$ cat src/hw/inactivity_detect_map.svh
// Register offsets, field positions and reset values of the stillness detector
`ifndef INACTIVITY_DETECT_MAP_SVH
`define INACTIVITY_DETECT_MAP_SVH

`define ADDR_STILL_THRESH_HIGH 8'h23
`define ADDR_STILL_THRESH_LOW 8'h24
`define ADDR_STILL_COUNT_HIGH 8'h25
`define ADDR_STILL_COUNT_LOW 8'h26
`define ADDR_MOTION_CTL 8'h27
`define ADDR_EVENT_STATUS 8'h30
`define ADDR_EVENT_MASK 8'h31

`define RESET_BYTE 8'h00
`define READ_UNMAPPED 8'h00

`define THRESH_HIGH_MSB 6
`define THRESH_LOW_MSB 7
`define THRESH_LOW_LSB 2
`define CTL_SEQ_MSB 5
`define CTL_SEQ_LSB 4
`define CTL_STILL_EN_BIT 2
`define CTL_MOTION_EN_BIT 0

`define EVT_MOTION_BIT 0
`define EVT_STILL_BIT 1
`define EVT_AUX_BIT 2
`define EVT_WIDTH 3

`endif

$ cat src/hw/inactivity_detect_pkg.sv
// Types and shared magnitude function of the stillness detector
package inactivity_detect_pkg;

  typedef enum logic [1:0] {
    SEQ_SIMUL = 2'b00,
    SEQ_LINKED = 2'b01,
    SEQ_SIMUL_ALT = 2'b10,
    SEQ_LOOPED = 2'b11
  } seq_mode_t;

  typedef enum logic {
    ARM_STILL = 1'b0,
    ARM_MOTION = 1'b1
  } arm_t;

  // Magnitude of a signed sample; full negative scale gives 14'h2000 unsigned
  function automatic logic [13:0] sample_magnitude(input logic [13:0] s);
    sample_magnitude = s[13] ? 14'(~s + 14'h0001) : s;
  endfunction : sample_magnitude

endpackage : inactivity_detect_pkg

$ cat src/hw/axis_stillness_compare.sv
// Three-axis magnitude comparison against the stillness threshold
`timescale 1ns/100ps
module axis_stillness_compare (
  // Samples
  input wire logic [13:0] sample_x,
  input wire logic [13:0] sample_y,
  input wire logic [13:0] sample_z,
  // Threshold
  input wire logic [12:0] stillness_threshold,
  // Result
  output logic all_below
);

  logic [13:0] limit;

  assign limit = {1'b0, stillness_threshold};

  // Strictly below on every axis; equal counts as movement
  always_comb begin
    all_below = (inactivity_detect_pkg::sample_magnitude(sample_x) < limit) &&
                (inactivity_detect_pkg::sample_magnitude(sample_y) < limit) &&
                (inactivity_detect_pkg::sample_magnitude(sample_z) < limit);
  end

endmodule : axis_stillness_compare

$ cat src/hw/inactivity_detect_control.sv
// Stillness detection, detector sequencing and its register file
// Notes on behaviour
// - Stillness judged by each signed sample magnitude against an unsigned 13-bit threshold.
// - Low threshold register holds threshold bits 5..0 at 7..2; bits 1..0 read zero.
// - High threshold register gives bits 12..6, placed above the low part.
// - Stillness event after the programmed 16-bit count of consecutive all-below samples.
// - Count register 0x25 holds bits 15..8, 0x26 bits 7..0; both reset zero.
// - Sequencing 00: both detectors run, no autosleep, host acknowledges by status read.
// - Sequencing 10 behaves exactly like 00.
// - Sequencing 01: detectors alternate, one armed; host still acknowledges by status read.
// - Auxiliary channel motion only in simultaneous modes; linking affects the axes only.
// - Control register resets zero, bits 7..6 read zero, sequencing at 5..4.
// - Sequencing 11: detectors alternate and acknowledge their events internally.
// - Linked or looped only with both enables set, else simultaneous.
`timescale 1ns/100ps
`include "inactivity_detect_map.svh"
module inactivity_detect_control (
  // Clock and reset
  input wire logic sys_clk,
  input wire logic rst,
  input wire logic clk_en,
  // Register port
  input wire logic [7:0] reg_addr,
  input wire logic [7:0] reg_wdata,
  input wire logic reg_wr,
  input wire logic reg_rd,
  output logic [7:0] reg_rdata,
  // Acceleration samples
  input wire logic sample_valid,
  input wire logic [13:0] sample_x,
  input wire logic [13:0] sample_y,
  input wire logic [13:0] sample_z,
  // Motion detector outside this block
  input wire logic motion_event,
  input wire logic aux_motion_event,
  output logic motion_armed,
  output logic aux_motion_armed,
  // Stillness results
  output logic stillness_armed,
  output logic stillness_event,
  // Interrupt
  output logic irq
);

  logic [6:0] thresh_high;
  logic [5:0] thresh_low;
  logic [7:0] count_high;
  logic [7:0] count_low;
  logic [5:0] ctl;
  logic [`EVT_WIDTH-1:0] status;
  logic [`EVT_WIDTH-1:0] mask;

  logic [12:0] stillness_threshold;
  logic [15:0] stillness_sample_count;
  logic [15:0] target_eff;
  logic [15:0] still_count;
  logic still_reported;
  logic all_below;
  logic still_hit;
  logic motion_taken;
  logic aux_taken;
  logic motion_detector_enable;
  logic stillness_detector_enable;
  logic both_en;
  logic alternating;
  logic self_ack;
  inactivity_detect_pkg::seq_mode_t detector_sequencing_select;
  inactivity_detect_pkg::arm_t arm;
  logic [`EVT_WIDTH-1:0] evt;
  logic [`EVT_WIDTH-1:0] evt_clear;
  logic [`EVT_WIDTH-1:0] next_status;

  function automatic logic hit(input logic strobe, input logic [7:0] addr, input logic [7:0] target);
    hit = strobe && (addr == target);
  endfunction : hit

  // Register writes

  always_ff @(posedge sys_clk or posedge rst) begin
    if (rst) begin
      thresh_high <= 7'h00;
      thresh_low <= 6'h00;
    end else if (clk_en) begin
      if (hit(reg_wr, reg_addr, `ADDR_STILL_THRESH_HIGH)) begin
        thresh_high <= reg_wdata[`THRESH_HIGH_MSB:0];
      end
      if (hit(reg_wr, reg_addr, `ADDR_STILL_THRESH_LOW)) begin
        thresh_low <= reg_wdata[`THRESH_LOW_MSB:`THRESH_LOW_LSB];
      end
    end
  end

  always_ff @(posedge sys_clk or posedge rst) begin
    if (rst) begin
      count_high <= `RESET_BYTE;
      count_low <= `RESET_BYTE;
    end else if (clk_en) begin
      if (hit(reg_wr, reg_addr, `ADDR_STILL_COUNT_HIGH)) begin
        count_high <= reg_wdata;
      end
      if (hit(reg_wr, reg_addr, `ADDR_STILL_COUNT_LOW)) begin
        count_low <= reg_wdata;
      end
    end
  end

  always_ff @(posedge sys_clk or posedge rst) begin
    if (rst) begin
      ctl <= 6'h00;
      mask <= 3'h0;
    end else if (clk_en) begin
      if (hit(reg_wr, reg_addr, `ADDR_MOTION_CTL)) begin
        ctl <= reg_wdata[`CTL_SEQ_MSB:0];
      end
      if (hit(reg_wr, reg_addr, `ADDR_EVENT_MASK)) begin
        mask <= reg_wdata[`EVT_WIDTH-1:0];
      end
    end
  end

  assign stillness_threshold = {thresh_high, thresh_low};
  assign stillness_sample_count = {count_high, count_low};
  // A zero count would never be reached; treat it as one sample
  assign target_eff = (stillness_sample_count == 16'h0000) ? 16'h0001 : stillness_sample_count;

  // Sequencing decode

  assign motion_detector_enable = ctl[`CTL_MOTION_EN_BIT];
  assign stillness_detector_enable = ctl[`CTL_STILL_EN_BIT];
  assign both_en = motion_detector_enable && stillness_detector_enable;
  assign detector_sequencing_select = inactivity_detect_pkg::seq_mode_t'(ctl[`CTL_SEQ_MSB:`CTL_SEQ_LSB]);

  always_comb begin
    alternating = 1'b0;
    self_ack = 1'b0;
    unique case (detector_sequencing_select)
      inactivity_detect_pkg::SEQ_SIMUL, inactivity_detect_pkg::SEQ_SIMUL_ALT: begin
        alternating = 1'b0;
      end
      inactivity_detect_pkg::SEQ_LINKED: begin
        alternating = both_en;
      end
      inactivity_detect_pkg::SEQ_LOOPED: begin
        alternating = both_en;
        self_ack = both_en;
      end
    endcase
  end

  assign stillness_armed = stillness_detector_enable &&
                           (!alternating || (arm == inactivity_detect_pkg::ARM_STILL));
  assign motion_armed = motion_detector_enable &&
                        (!alternating || (arm == inactivity_detect_pkg::ARM_MOTION));
  // Auxiliary channels never follow the linking
  assign aux_motion_armed = motion_detector_enable && !alternating;

  assign motion_taken = motion_armed && motion_event;
  assign aux_taken = aux_motion_armed && aux_motion_event;

  // Alternation starts by watching for stillness
  always_ff @(posedge sys_clk or posedge rst) begin
    if (rst) begin
      arm <= inactivity_detect_pkg::ARM_STILL;
    end else if (clk_en) begin
      if (!alternating) begin
        arm <= inactivity_detect_pkg::ARM_STILL;
      end else if (still_hit) begin
        arm <= inactivity_detect_pkg::ARM_MOTION;
      end else if (motion_taken) begin
        arm <= inactivity_detect_pkg::ARM_STILL;
      end
    end
  end

  // Stillness counter

  axis_stillness_compare compare (
    .sample_x(sample_x),
    .sample_y(sample_y),
    .sample_z(sample_z),
    .stillness_threshold(stillness_threshold),
    .all_below(all_below)
  );

  assign still_hit = stillness_armed && sample_valid && all_below && !still_reported &&
                     ((still_count + 16'h0001) == target_eff);

  // One event per still period; it re-arms after movement or while stillness is disarmed
  always_ff @(posedge sys_clk or posedge rst) begin
    if (rst) begin
      still_count <= 16'h0000;
      still_reported <= 1'b0;
    end else if (clk_en) begin
      if (!stillness_armed) begin
        still_count <= 16'h0000;
        still_reported <= 1'b0;
      end else if (sample_valid) begin
        if (!all_below) begin
          still_count <= 16'h0000;
          still_reported <= 1'b0;
        end else if (!still_reported) begin
          still_count <= still_count + 16'h0001;
          still_reported <= still_hit;
        end
      end
    end
  end

  always_ff @(posedge sys_clk or posedge rst) begin
    if (rst) begin
      stillness_event <= 1'b0;
    end else if (clk_en) begin
      stillness_event <= still_hit;
    end
  end

  // Event status and interrupt

  assign evt = {aux_taken, still_hit, motion_taken};

  always_comb begin
    evt_clear = 3'h0;
    if (hit(reg_wr, reg_addr, `ADDR_EVENT_STATUS)) begin
      evt_clear = evt_clear | reg_wdata[`EVT_WIDTH-1:0];
    end
    if (hit(reg_rd, reg_addr, `ADDR_EVENT_STATUS)) begin
      evt_clear = 3'h7;
    end
    // Looped mode: the opposite detector firing acknowledges the other
    if (self_ack && still_hit) begin
      evt_clear[`EVT_MOTION_BIT] = 1'b1;
    end
    if (self_ack && motion_taken) begin
      evt_clear[`EVT_STILL_BIT] = 1'b1;
    end
    // New events win over any clear in the same cycle
    next_status = (status & ~evt_clear) | evt;
  end

  always_ff @(posedge sys_clk or posedge rst) begin
    if (rst) begin
      status <= 3'h0;
    end else if (clk_en) begin
      status <= next_status;
    end
  end

  assign irq = |(status & mask);

  // Read port, data one cycle after the strobe

  function automatic logic [7:0] read_value(input logic [7:0] addr);
    unique case (addr)
      `ADDR_STILL_THRESH_HIGH: read_value = {1'b0, thresh_high};
      `ADDR_STILL_THRESH_LOW: read_value = {thresh_low, 2'b00};
      `ADDR_STILL_COUNT_HIGH: read_value = count_high;
      `ADDR_STILL_COUNT_LOW: read_value = count_low;
      `ADDR_MOTION_CTL: read_value = {2'b00, ctl};
      `ADDR_EVENT_STATUS: read_value = {5'h00, status};
      `ADDR_EVENT_MASK: read_value = {5'h00, mask};
      default: read_value = `READ_UNMAPPED;
    endcase
  endfunction : read_value

  always_ff @(posedge sys_clk or posedge rst) begin
    if (rst) begin
      reg_rdata <= 8'h00;
    end else if (clk_en) begin
      reg_rdata <= reg_rd ? read_value(reg_addr) : 8'h00;
    end
  end
endmodule : inactivity_detect_control

$ cat config.mk
export PLATFORM = sky130hd
export DESIGN_NAME = inactivity_detect_control
export DESIGN_NICKNAME = d
export VERILOG_FILES = /design/src/hw/inactivity_detect_pkg.sv /design/src/hw/axis_stillness_compare.sv /design/src/hw/inactivity_detect_control.sv
export VERILOG_INCLUDE_DIRS = /design/src /design/src/hw
export SDC_FILE = /design/constraint.sdc
export NUM_CORES = 1
export LEC_CHECK = 0
export BUFFER_PORTS_ARGS = -buffer_cell sky130_fd_sc_hd__buf_2
export CAP_MARGIN = 20
export CORE_AREA = 2 2 135 137
export CTS_BUF_LIST = sky130_fd_sc_hd__clkbuf_8
export DETAILED_ROUTE_END_ITERATION = 8
export DIE_AREA = 0 0 137 139
export PLACE_DENSITY_LB_ADDON = 0.15
export SETUP_SLACK_MARGIN = 0.05
export SLEW_MARGIN = 20
export SYNTH_ARGS = -nofsm -noshare
export SYNTH_HDL_FRONTEND = slang
export SYNTH_SLANG_ARGS = --single-unit
$ cat constraint.sdc
create_clock -name sys_clk -period 5.6 [get_ports sys_clk]
set_input_delay 1.12 -clock sys_clk [delete_from_list [all_inputs] [get_ports sys_clk]]
set_output_delay 1.12 -clock sys_clk [all_outputs]
set_load 0.03 [all_outputs]
== Word level (Yosys, flattened, before mapping) ==
Cells that the tools add are included.
Operators by class
  add/sub/neg operators: 4
  magnitude comparators: 3
  equality and inequality tests: 14
  muxes and demuxes: 23
  bitwise logic cells: 8
  reductions and logical operators: 40
Operators with widths (number)
  $mux 16: 5
  $eq 8x6->1 const B: 7
  $pmux 8 s7: 1
  $add 14x1->14 const B: 3
  $lt 14x13->1: 3
  $mux 14: 3
  $not 14->14: 3
  $logic_and 1x1->1: 22
  $add 16x1->16 const B: 1
  $eq 16x16->1: 1
  $logic_not 16->1: 1
  $reduce_and 2->1: 8
  $mux 1: 10
  $mux 8: 1
  $and 3x3->3: 2
  $mux 3: 2
  $ne 3x3->1 const B: 2
  $eq 2x2->1 const B: 2
  $reduce_or 2->1: 2
  $not 3->3: 1
  $or 3x3->3: 1
  $reduce_and 3->1: 1
  $reduce_or 3->1: 1
  $eq 2x1->1 const B: 1
  6 further kinds: 8
Word-level totals
  flip-flop bits (word level): 68
  input port bits: 66
  output and inout bits: 13
  word-level logic and storage cells: 104

== Longest topological paths before layout ==
Gate-level depths: netlist (run 1).
  word-level depth: 15
  depth in mapped cells: 16
  mapped depth without buffers: 15

== Cells and area by module ==
From an unflattened synthesis (run 1), not the netlist that was laid out.
Second synthesis, totals
  cells, all modules: 575
  area total of the unflattened synthesis: 5327.6 sq um
By module, submodules not included
  inactivity_detect_control: times used 1, cells each 358, area an instance 3761.1 sq um, sequential area each 1701.6 sq um
  axis_stillness_compare: times used 1, cells each 217, area an instance 1566.5 sq um, sequential area each 0.0 sq um

== Worst setup path before layout (run 1) ==
No wires, ideal clock.
  path kind: in2reg
  start: input sample_z[1]
  end: register still_count[0]
  library setup time: 0.068 ns
  arrival: 4.250 ns
  data required time: 5.532 ns
  setup slack: 1.283 ns
  cell stages on the path: 13
  buffers on the path: 0
  path through: or2_1 > or4_4 > nand2b_4 > o41ai_1 > xnor2_1 > ha_1 > a22o_1 > nor4_1 > nand4_1 > a211oi_1 > nand4_2 > nor4_2 > mux2_2
Between the ends
  cells in the longest elaborated chain, start to end: 8
  elaborated cells on any way between the ends: 10
  those cells by class: add/sub: 1; order compare: 1; eq/ne: 1; mux: 4; bitwise: 1; reduce/logical: 2
Ends and longest elaborated chain
  start, declared: RTL line inactivity_detect_control.sv:32  | input wire logic [13:0] sample_z,
  $not 14->14: RTL line inactivity_detect_pkg.sv:18  | sample_magnitude = s[13] ? 14'(~s + 14'h0001) : s;
  $add 14x1->14: RTL line inactivity_detect_pkg.sv:18
  $mux 14 (*): RTL line inactivity_detect_pkg.sv:18
  $lt 14x13->1 (*): RTL line axis_stillness_compare.sv:22  | (inactivity_detect_pkg::sample_magnitude(sample_z) < limit);
  $logic_and 1x1->1 (*): RTL line axis_stillness_compare.sv:21  | (inactivity_detect_pkg::sample_magnitude(sample_y) < limit) &&
  $mux 16: RTL line inactivity_detect_control.sv:198  | if (!all_below) begin
  $mux 16: RTL line inactivity_detect_control.sv:197  | end else if (sample_valid) begin
  $mux 16: RTL line inactivity_detect_control.sv:194  | if (!stillness_armed) begin
  end signal, assigned: RTL line inactivity_detect_control.sv:202  | still_count <= still_count + 16'h0001;
  end, declared: RTL line inactivity_detect_control.sv:56  | logic [15:0] still_count;
Every way passes the cells marked *; elsewhere a longest branch is shown, timed or not. The select of a mux whose other input is x is not followed.
A chain may end at the register's enable or synchronous reset.

== Final worst setup path (run 1) ==
  start: input sample_x[5]
  end: register still_count[0]
Between the ends
  cells in the longest elaborated chain, start to end: 9
  elaborated cells on any way between the ends: 11
  those cells by class: add/sub: 1; order compare: 1; eq/ne: 1; mux: 4; bitwise: 1; reduce/logical: 3
Ends and longest elaborated chain
  start, declared: RTL line inactivity_detect_control.sv:30  | input wire logic [13:0] sample_x,
  $not 14->14: RTL line inactivity_detect_pkg.sv:18
  $add 14x1->14: RTL line inactivity_detect_pkg.sv:18
  $mux 14 (*): RTL line inactivity_detect_pkg.sv:18
  $lt 14x13->1 (*): RTL line axis_stillness_compare.sv:20  | all_below = (inactivity_detect_pkg::sample_magnitude(sample_x) < limit) &&
  $logic_and 1x1->1 (*): RTL line axis_stillness_compare.sv:20
  $logic_and 1x1->1 (*): RTL line axis_stillness_compare.sv:21
  $mux 16: RTL line inactivity_detect_control.sv:198
  $mux 16: RTL line inactivity_detect_control.sv:197
  $mux 16: RTL line inactivity_detect_control.sv:194
Marked as above.

==> results of run 1 <==
## final cells by class
cell class	instances	area (µm²)	share of cell area, %
multi-input combinational	517	3741	57.61
sequential	68	1702	26.20
timing repair buffer	82	420.4	6.474
tap	229	286.5	4.412
clock buffer	9	123.9	1.908
inverter	32	120.1	1.850
clock inverter	7	100.1	1.541
## cell usage in the layout (no fill, tap or decap), drive strengths merged, types with 5 or more instances in the layout
| master | netlist | final |
|---|---|---|
| nor4 | 11 | 11 |
| or4 | 11 | 11 |
| a211oi | 9 | 9 |
| o41ai | 6 | 6 |
| dfrtp | 68 | 68 |
| nor2 | 36 | 36 |
| nor3 | 16 | 16 |
| clkbuf | 25 | 9 |
| inv | 32 | 33 |
| xnor2 | 47 | 47 |
| a21oi | 23 | 23 |
| nand2 | 57 | 57 |
| buf | 4 | 82 |
| o31ai | 14 | 14 |
| ha | 40 | 40 |
| mux2i | 15 | 15 |
| xor2 | 8 | 8 |
| mux2 | 28 | 28 |
| nand3 | 21 | 21 |
| or3 | 5 | 5 |
| nand2b | 11 | 11 |
| a21o | 11 | 11 |
| o21ai | 51 | 51 |
| nor2b | 8 | 8 |
| nand4 | 15 | 15 |
| o2bb2ai | 8 | 8 |
| and3 | 5 | 5 |
## kinds of logic (layout without fill, tap and decap cells)
group	Yosys count	in the layout	synth area share (%)
AO/OA/AOI/OAI	162	162	19.18
multiplexers	43	43	8.199
adder cells (fa/ha/maj)	40	40	8.816
buffers and inverters	61	130	4.342
XOR/XNOR	55	55	8.486
AND/OR/NAND/NOR	217	217	21.01
flip-flops	68	68	29.98
## flip-flops by register name, indices dropped and copies added (netlist names)
name / count
count_high: 8
reg_rdata: 8
thresh_high: 7
thresh_low: 6
status: 3
count_low: 8
ctl: 6
mask: 3
stillness_event: 1
still_count: 16
arm: 1
still_reported: 1
## power breakdown
part	internal [µW]	switching, µW	leakage (µW)
clock network	253	216	0.000102
registers	503	13.8	0.000878
logic	90.4	129	0.00198
total	846	358	0.00296
## routing by layer
| layer | GRT usage, % | share of wire, % |
|---|---|---|
| met1 | 25.08 | 45 |
| met4 | 6.023 | 2.2 |
| met2 | 30.92 | 48 |
| met3 | 3.253 | 4.8 |
| met5 | 0 | 0 |
## Yosys cell counts, drive strengths merged, types with 6 or more instances
library cell,number
or4,11
a21oi,23
mux2i,15
nand2b,11
mux2,28
xor2,8
nand2,57
o21ai,51
ha,40
inv,32
nand4,15
nor2,36
xnor2,47
o2bb2ai,8
nor2b,8
nor4,11
o31ai,14
dfrtp,68
nor3,16
nand3,21
o41ai,6
a211oi,9
a21o,11
clkbuf,25
## critical path: cells and delay by family
kind / cells / cell delay, ns
AOI/OAI and AO/OA: 3 / 0.84
xor gates and xnor gates: 1 / 0.12
adders and majority gates: 1 / 0.19
buffers and inverters: 1 / 0.11
muxes: 1 / 0.29
and+or+nand+nor: 7 / 2.13
## worst max-delay path by stage
stage | from | endpoint | slack, ns | depth (start not counted)
after global routing | sample_x[3] | still_count[0]$_DFFE_PP0P_ | 0.49 | 14
after floorplan | sample_z[1] | still_count[0]$_DFFE_PP0P_ | 1.28 | 13
after detailed placement | sample_x[3] | still_count[0]$_DFFE_PP0P_ | 0.68 | 14
final | sample_x[5] | still_count[0]$_DFFE_PP0P_ | 1.09 | 14
after global placement | sample_x[5] | still_count[0]$_DFFE_PP0P_ | 0.75 | 14
after CTS | sample_x[5] | still_count[0]$_DFFE_PP0P_ | 1.07 | 14
## metrics by stage
stage | total power [µW] | area (µm²) | hold WS, ns | instances
6_report | 1204 | 6494 | 0.4942 | 944
3_5_place_dp | 746.4 | 6257 | 0.4682 | 928
5_1_grt | 1270 | 6494 | 0.5214 | 944
2_1_floorplan | 659.7 | 5677 | 0.4792 | 646
4_1_cts | 1221 | 6481 | 0.4916 | 944
3_3_place_gp | 742.3 | 6257 | 0.4713 | 928
==> results.yml, run 1 <==
sta:
  slew_viol_final: 0
  rsz0062_at_grt: "false"
  setup_viol: 0
  finalCritPeriodShare_pct: 80.56
  min_period_ns: 4.511
  max-slew-margin-rel_pct: 36.32
  skew_ns: 0.01524
  fin_ws_ns: 1.089
  hold_viol_final: 0
  fmax_mhz: 221.7
  tns_ns: 0
  worst_pin_slew_ns: 0.9473
global_routing:
  grt_first_pass_wirelength_um: 27920
  grt_pass1_vias: 5119
  grt.total_usage_pct: 18.87
  grt_start_max_net_pins: 69
  grt_antenna_before_repair: 0
  grt-ovfl-total: 0
power:
  peakVddDrop_uv: 111.1
  pwr_density_cell_nw_per_um2: 185.4
  p_leak_uw: 0.002957
worst_setup_path:
  rr_worst_depth: 9
  worst_ep_arrival_time_ns: 4.81
  crit_chain: "buf_2 -> nor4_2 -> nand2b_1 -> or3_1 -> o41ai_1 -> xnor2_1 -> ha_1 -> a22o_1 -> nor4_1 -> nand4_1 -> a211oi_1 -> nand4_2 -> nor4_2 -> mux2_2"
  regToRegSetupSlack_ns: 2.23
  crit_top_cell: "nor4_2"
  path_class: "input port to flop"
  cp-start-kind: "input port"
  crit_fanout: 9
  cp-end-kind: "flop"
  cp_slowest_cell: "nor4_2"
  r2r-end: "still_count[0]$_DFFE_PP0P_"
  r2r-start: "thresh_low[3]$_DFFE_PP0P_"
  slowest_delay_ns: 0.82
  worst_ep_required_time_ns: 5.90
worst_hold_path:
  hold_path_end: "reg_rdata[4]$_DFFE_PP0P_"
  min_path_type: "flop to flop"
  hold_path_depth: 1
  holdCritStartpoint: "reg_rdata[4]$_DFFE_PP0P_"
drt:
  drc: 0
  routed-via-count: 5229
  drt-wirelength-per-cell_um: 18.57
  dr.pass1.iters: 5
  initialDrtViolationCount: 307
  drtAntennaViolNets: 0
  routed_wl_um: 17530
  routed_via_density: 5.539
clock_network:
  path_clk_slew_ns: 0.08
  cts_root_buffer: "clkbuf_8"
  cts_tree: "yes"
  cts_resized: 0
  clk-insertion-delay-late_ns: 0.37
  clock_sinks: 68
  cts_max_level: 3
  postCtsHoldBufs: 0
  cts_max_path_buffers: 2
  postCtsSetupBuffers: 0
  cts_buffers: 9
synth:
  yosysWarnings: 0
  async_flop_share_pct: 100.0
  synth.largest_area_cell: "dfrtp_1"
  ys_seq_area_share_pct: 29.98
  synth-edff-count: 0
  synth_cells: 646
  syn_area_um2: 5677
  synth_cell_types: 68
  synthTopCellsByArea: "dfrtp_1 (30%), ha_1 (8.8%), xnor2_1 (7.3%)"
  synth_nets: 752
  syn_area_per_cell_um2: 8.787
  ys.flop_type: "dfrtp_1"
  ys_ff_latch: 68
  yosysTopAreaCellShare_pct: 29.98
finish:
  diodes: 0
  drive_gt1_share_pct: 20.42
  final_util_pct: 36.78
  fill_cells: 1845
  fin_nets: 816
  areaGrowthSynthToFinish_pct: 14.39
floorplan:
  die_width_um: 137
  start_util_pct: 32.15
  rows: 49
  die_h_um: 139
  fp.dieArea_um2: 19040
  pin_count: 79
  core_area_um2: 17660
run_status:
  status: "complete, no violations"
placed_design:
  gp_congestion: 0.8764
  dp_hpwl_um: 13540
  port_buffers: 78
  pre_cts_slack_ns: 0.6777
run:
  maxCapViolations: 0
(Power assumes the default switching activity.)
==> run 2: changes to the inputs <==
Clock period 5.6 ns to 3.7 ns, I/O delays scaled along.
==> run 2 against run 1 <==
  * Count of clock-buffer cells in the layout is 1 higher
  * Highest routed layer unchanged
  * Core utilization rose by 3.5 points
  * Sequential power increased by 51%
  * Clock power grew 25%
  * Combinational power rose by 74%
  * Sequential share of layout area fell by 2.3 points
  * Final area rose by 9.5%
  * Non-clock buffer count is 67 higher
  * Global-route usage increased by 0.57 points
  * Clock skew is 0.0017 ns higher
  * Sequential cell count is the same
==> results.yml, run 2 (synthesis results as in run 1) <==
finish:
  fill_cells: 1820
  mostFrequentLayoutCells: "buf_2 (76), dfrtp_1 (68), buf_4 (68)"
  areaGrowthSynthToFinish_pct: 25.24
  regMostFlops: "still_count"
  final_common_cell: "buf_2"
  fin_nets: 883
  diodes: 0
  drive_gt1_share_pct: 29.03
  largest_register_ffs: 16
  design_area_um2: 7109
drt:
  drc: 0
  drtAntennaViolNets: 0
  dr.pass1.iters: 5
  routed_wl_um: 18270
  routed_via_density: 5.453
  drt-wirelength-per-cell_um: 18.08
  routed-via-count: 5513
  initialDrtViolationCount: 330
clock_network:
  clk-insertion-delay-late_ns: 0.36
  cts_buffers: 9
  cts_max_level: 3
  cts_tree: "yes"
  path_clk_slew_ns: 0.08
  cts_max_path_buffers: 2
  clock_sinks: 68
  cts_root_buffer: "clkbuf_8"
power:
  combPwrFrac_pct: 21.7
  pwr_density_cell_nw_per_um2: 245.9
  switching_share_pct: 31.49
  p_seq_share_pct: 44.7
  peakVddDrop_uv: 179.0
  p_leak_uw: 0.003303
  power_frac_clock_pct: 33.6
  p_int_uw: 1198
  p_sw_uw: 550.5
run:
  maxCapViolations: 0
worst_setup_path:
  path_class: "input port to flop"
  cp_slowest_cell: "or4_1"
  slowest_delay_ns: 0.51
  critPathTopFamily: "simple AND/OR/NAND/NOR gates"
  crit_fanout: 11
  cp-start-kind: "input port"
  crit_buf_inv: 3
  crit_chain: "buf_2 -> or2_2 -> or4_1 -> nor3_2 -> nand2b_1 -> xnor2_1 -> ha_1 -> a21o_1 -> nand2_1 -> nand4_1 -> a211oi_2 -> nand4_2 -> buf_12 -> buf_4 -> o31ai_2 -> a21o_1"
  worst_ep_required_time_ns: 3.99
  worst_ep_arrival_time_ns: 3.91
  cp-end-kind: "flop"
  crit_top_cell: "a21o_1"
global_routing:
  grt.total_usage_pct: 19.44
  grt_start_max_net_pins: 26
  grt_antenna_before_repair: 0
  grt_pass1_vias: 5608
  grt_first_pass_wirelength_um: 29100
  grt-ovfl-total: 0
sta:
  hold_viol_final: 0
  skew_ns: 0.01692
  fmax_mhz: 276.6
  rsz0062_at_grt: "true"
  finalCritPeriodShare_pct: 97.70
  min_period_ns: 3.615
  slew_viol_final: 0
  worst_pin_slew_ns: 0.6778
  tns_ns: 0
  max-slew-margin-rel_pct: 54.65
  setup_viol: 0
floorplan:
  die_width_um: 137
  pin_count: 79
  fp.dieArea_um2: 19040
  start_util_pct: 32.15
  core_area_um2: 17660
  rows: 49
  die_h_um: 139
placed_design:
  dp_hpwl_um: 14400
  port_buffers: 78
  place_area_um2: 6787
  gp_congestion: 0.8969
run_status:
  status: "complete, no violations"
worst_hold_path:
  min_path_type: "input port to async pin"
run 2: worst reg2reg max path, delay by kind of cell, from the launching register on:
kind                     cells  cell delay, ns
AO/OA/AOI/OAI                2            0.17
XOR/XNOR                     1            0.11
adder cells (fa/ha/maj)      1            0.33
buffers and inverters        2            0.42
flip-flops                   1            0.41
AND/OR/NAND/NOR              4            1.54
run 2: worst paths after layout:
kind	from	end	slack, ns	cells past startpoint
hold / removal	rst	mask[1]$_DFFE_PP0P_	0.43	2
max in group asynchronous	rst	thresh_high[5]$_DFFE_PP0P_	2.51	3
min in group sys_clk	reg_rdata[6]$_DFFE_PP0P_	reg_rdata[6]$_DFFE_PP0P_	0.49	1
setup / recovery	sample_y[1]	still_count[5]$_DFFE_PP0P_	0.09	16
setup reg to reg	still_count[1]$_DFFE_PP0P_	stillness_event$_DFFE_PP0P_	0.65	10
hold reg to reg	reg_rdata[6]$_DFFE_PP0P_	reg_rdata[6]$_DFFE_PP0P_	0.49	1
run 2: layer usage:
metal  GRT usage, %  routed length (µm)  vias to the layer above  share of wire (%)
li1               -                   -                     2673                  -
met1          25.46                8116                     2671                 44
met2          32.65                9036                      146                 49
met3          2.230                 726                       23                4.0
met4          7.162                 394                        0                2.2
met5              0                   0                        -                  0
run 2: power groups by stage:
| stage | Clock [µW] | Combinational (µW) | Sequential (µW) |
|---|---|---|---|
| final | 587 | 380 | 781 |
| after floorplan | 0 | 213 | 786 |
| after CTS | 606 | 376 | 780 |
| after global placement | 0 | 364 | 795 |
| after detailed placement | 0 | 375 | 795 |
| after global routing | 633 | 427 | 783 |
run 2: final cells by class:
cell class | instances | area [µm²] | area share, %
multi-input combinational | 517 | 3859 | 54.28
sequential | 68 | 1702 | 23.94
timing repair buffer | 149 | 955.9 | 13.45
tap | 229 | 286.5 | 4.030
clock buffer | 10 | 137.6 | 1.936
inverter | 32 | 120.1 | 1.690
clock inverter | 6 | 48.80 | 0.6864
run 2: per-stage QoR:
step	setup WS (ns)	utilization (%)	total power, µW	hold WS [ns]	std cells
3_3_place_gp	-0.2130	38.44	1160	0.4707	993
3_5_place_dp	-0.2945	38.44	1170	0.4678	993
4_1_cts	0.08557	39.49	1762	0.4362	1009
5_1_grt	-0.03144	40.26	1843	0.4616	1011
6_report	0.08514	40.26	1748	0.4332	1011
2_1_floorplan	0.09606	-	999.9	0.4792	646
run 2: repair_timing:
item | CTS | global route
endpoints found under the hold margin | 0 | 0
hold buffers | 0 | 0
setup endpoints to repair | 0 | 21
resized for setup | 0 | 24
buffers inserted | 0 | 2
==> run 3: changes to the inputs <==
Settings changed: CORE_AREA 2 2 135 137 to 2 2 103 179, DIE_AREA 0 0 137 139 to 0 0 105 181, SLEW_MARGIN 20 to default.
==> run 3 against run 2 <==
  * Combinational power rose by 3%
  * Sequential power barely moved
  * Non-clock buffer count did not move
  * Critical endpoint is now still_count[0]$_DFFE_PP0P_
  * Largest cell class unchanged
==> results.yml, run 3 (synthesis results as in run 1) <==
run_status:
  status: "complete, no violations"
sta:
  fin_ws_ns: 0.05408
  worst_pin_slew_ns: 0.9708
  finalCritPeriodShare_pct: 98.54
  max-slew-margin-rel_pct: 34.26
  skew_ns: 0.01770
  rsz0062_at_grt: "true"
  min_period_ns: 3.646
  fmax_mhz: 274.3
  setup_viol: 0
  hold_viol_final: 0
  slew_viol_final: 0
floorplan:
  die_h_um: 181
  start_util_pct: 32.52
  pin_count: 79
  fp.dieArea_um2: 19010
  core_area_um2: 17460
  die_width_um: 105
  rows: 64
worst_setup_path:
  cp-end-kind: "flop"
  crit_top_cell: "nor4_4"
  worst_ep_required_time_ns: 4.00
  crit_chain: "buf_8 -> nor4_4 -> nand2b_1 -> or3_4 -> o41ai_4 -> xnor2_1 -> ha_2 -> a22o_1 -> nor4_2 -> nand4_1 -> a211oi_2 -> nand4_4 -> nor4_4 -> buf_6 -> mux2_4"
  regToRegSetupSlack_ns: 0.30
  cp_slowest_cell: "or3_4"
  path_class: "input port to flop"
  r2r-start: "still_count[0]$_DFFE_PP0P_"
  crit_fanout: 8
  r2r-end: "arm$_DFFE_PP0P_"
  slowest_delay_ns: 0.42
  rr_worst_depth: 9
  worst_ep_arrival_time_ns: 3.95
  cp-start-kind: "input port"
worst_hold_path:
  min_path_type: "input port to async pin"
clock_network:
  cts_max_level: 3
  path_clk_slew_ns: 0.10
  clock_sinks: 68
  cts_root_buffer: "clkbuf_8"
  clk-insertion-delay-late_ns: 0.37
  cts_buffers: 9
  cts_tree: "yes"
  cts_max_path_buffers: 2
finish:
  largest_register_ffs: 16
  drive_gt1_share_pct: 29.54
  final_util_pct: 41.05
  fin_cells: 1013
  regMostFlops: "still_count"
  final_common_cell: "buf_2"
  fill_cells: 1868
  mostFrequentLayoutCells: "buf_2 (77), dfrtp_1 (68), buf_4 (67)"
  diodes: 0
  areaGrowthSynthToFinish_pct: 26.23
  seq_area_um2: 1702
  multi_input_area_um2: 3900
  fin_nets: 883
  design_area_um2: 7166
power:
  p_int_uw: 1260
  p_leak_uw: 0.003337
  switching_share_pct: 31.42
  pwr_density_cell_nw_per_um2: 256.3
  p_seq_share_pct: 42.5
  combPwrFrac_pct: 21.4
  p_sw_uw: 576.9
  power_uw: 1837
  peakVddDrop_uv: 155.5
  power_frac_clock_pct: 36.0
drt:
  initialDrtViolationCount: 198
  drtAntennaViolNets: 0
  dr.pass1.iters: 4
  drt-wirelength-per-cell_um: 19.35
  routed_via_density: 5.498
  drc: 0
  routed_wl_um: 19600
  routed-via-count: 5569
run:
  maxCapViolations: 0
global_routing:
  grt_pass1_vias: 5734
  grt-ovfl-total: 0
  grt_first_pass_wirelength_um: 30660
  grt_start_max_net_pins: 43
  grt.total_usage_pct: 20.72
  grt_antenna_before_repair: 0
placed_design:
  pre_cts_slack_ns: -0.4191
  port_buffers: 78
  dpl.cell_count: 991
  dp_hpwl_um: 15960
  gp_congestion: 0.8976
  place_area_um2: 6746
==> run 3: changes by cell type in the layout (fill, tap and decap cells not counted), sizes merged <==
cell	before	now
clkbuf	10	9
bufinv	0	1
inv	33	36
clkinv	2	0
clkinvlp	3	2
==> run 3: what timing repair did <==
item                                    CTS  global route
cloned                                    0             1
endpoints found under the setup margin   11            21
resized for setup                         6            27
hold buffers                              0             0
buffers inserted                          1             4
pin swaps                                 2            14
==> run 3: layout make-up <==
class                      count  share of cell area [%]
clock buffer                   9                   1.729
clock inverter                 7                   1.152
inverter                      32                   1.676
multi-input combinational    517                   54.43
sequential                    68                   23.75
tap                          231                   4.034
timing repair buffer         149                   13.24
==> run 3: routing by layer <==
| layer | vias to the layer above | track usage, % | share of wire, % |
|---|---|---|---|
| met3 | 65 | 1.732 | 2.4 |
| met5 | - | 0 | 0 |
| met1 | 2682 | 19.69 | 34 |
| met4 | 0 | 13.76 | 6.7 |
| li1 | 2671 | - | - |
| met2 | 151 | 40.99 | 57 |
==> run 3: power by group through the flow <==
stage	sequential, µW	combinational [µW]	clock, µW
2_1_floorplan	786	213	0
3_3_place_gp	795	370	0
3_5_place_dp	796	381	0
4_1_cts	781	385	678
5_1_grt	784	438	706
6_report	781	393	662
==> run 3: worst max-delay path by stage <==
| stage | from | endpoint |
|---|---|---|
| after global routing | sample_x[2] | still_count[0]$_DFFE_PP0P_ |
| final | sample_x[2] | still_count[0]$_DFFE_PP0P_ |
| after CTS | sample_y[7] | still_count[2]$_DFFE_PP0P_ |
| after detailed placement | sample_y[1] | status[0]$_DFFE_PP0P_ |
| after floorplan | sample_y[7] | status[0]$_DFFE_PP0P_ |
| after global placement | sample_y[7] | status[0]$_DFFE_PP0P_ |
==> run 3: per-stage QoR <==
| stage | setup TNS (ns) | hold slack, ns |
|---|---|---|
| 2_1_floorplan | 0 | 0.4792 |
| 3_3_place_gp | -6.160 | 0.4749 |
| 3_5_place_dp | -6.805 | 0.4721 |
| 4_1_cts | 0 | 0.4316 |
| 5_1_grt | -0.7133 | 0.4579 |
| 6_report | 0 | 0.4158 |
==> run 3: critical path, delay by kind of cell <==
kind	cells	cell delay, ns
AND/OR/NAND/NOR	7	1.71
adder cells (fa/ha/maj)	1	0.17
buffers and inverters	2	0.29
XOR/XNOR	1	0.11
AO/OA/AOI/OAI	3	0.78
multiplexers	1	0.15
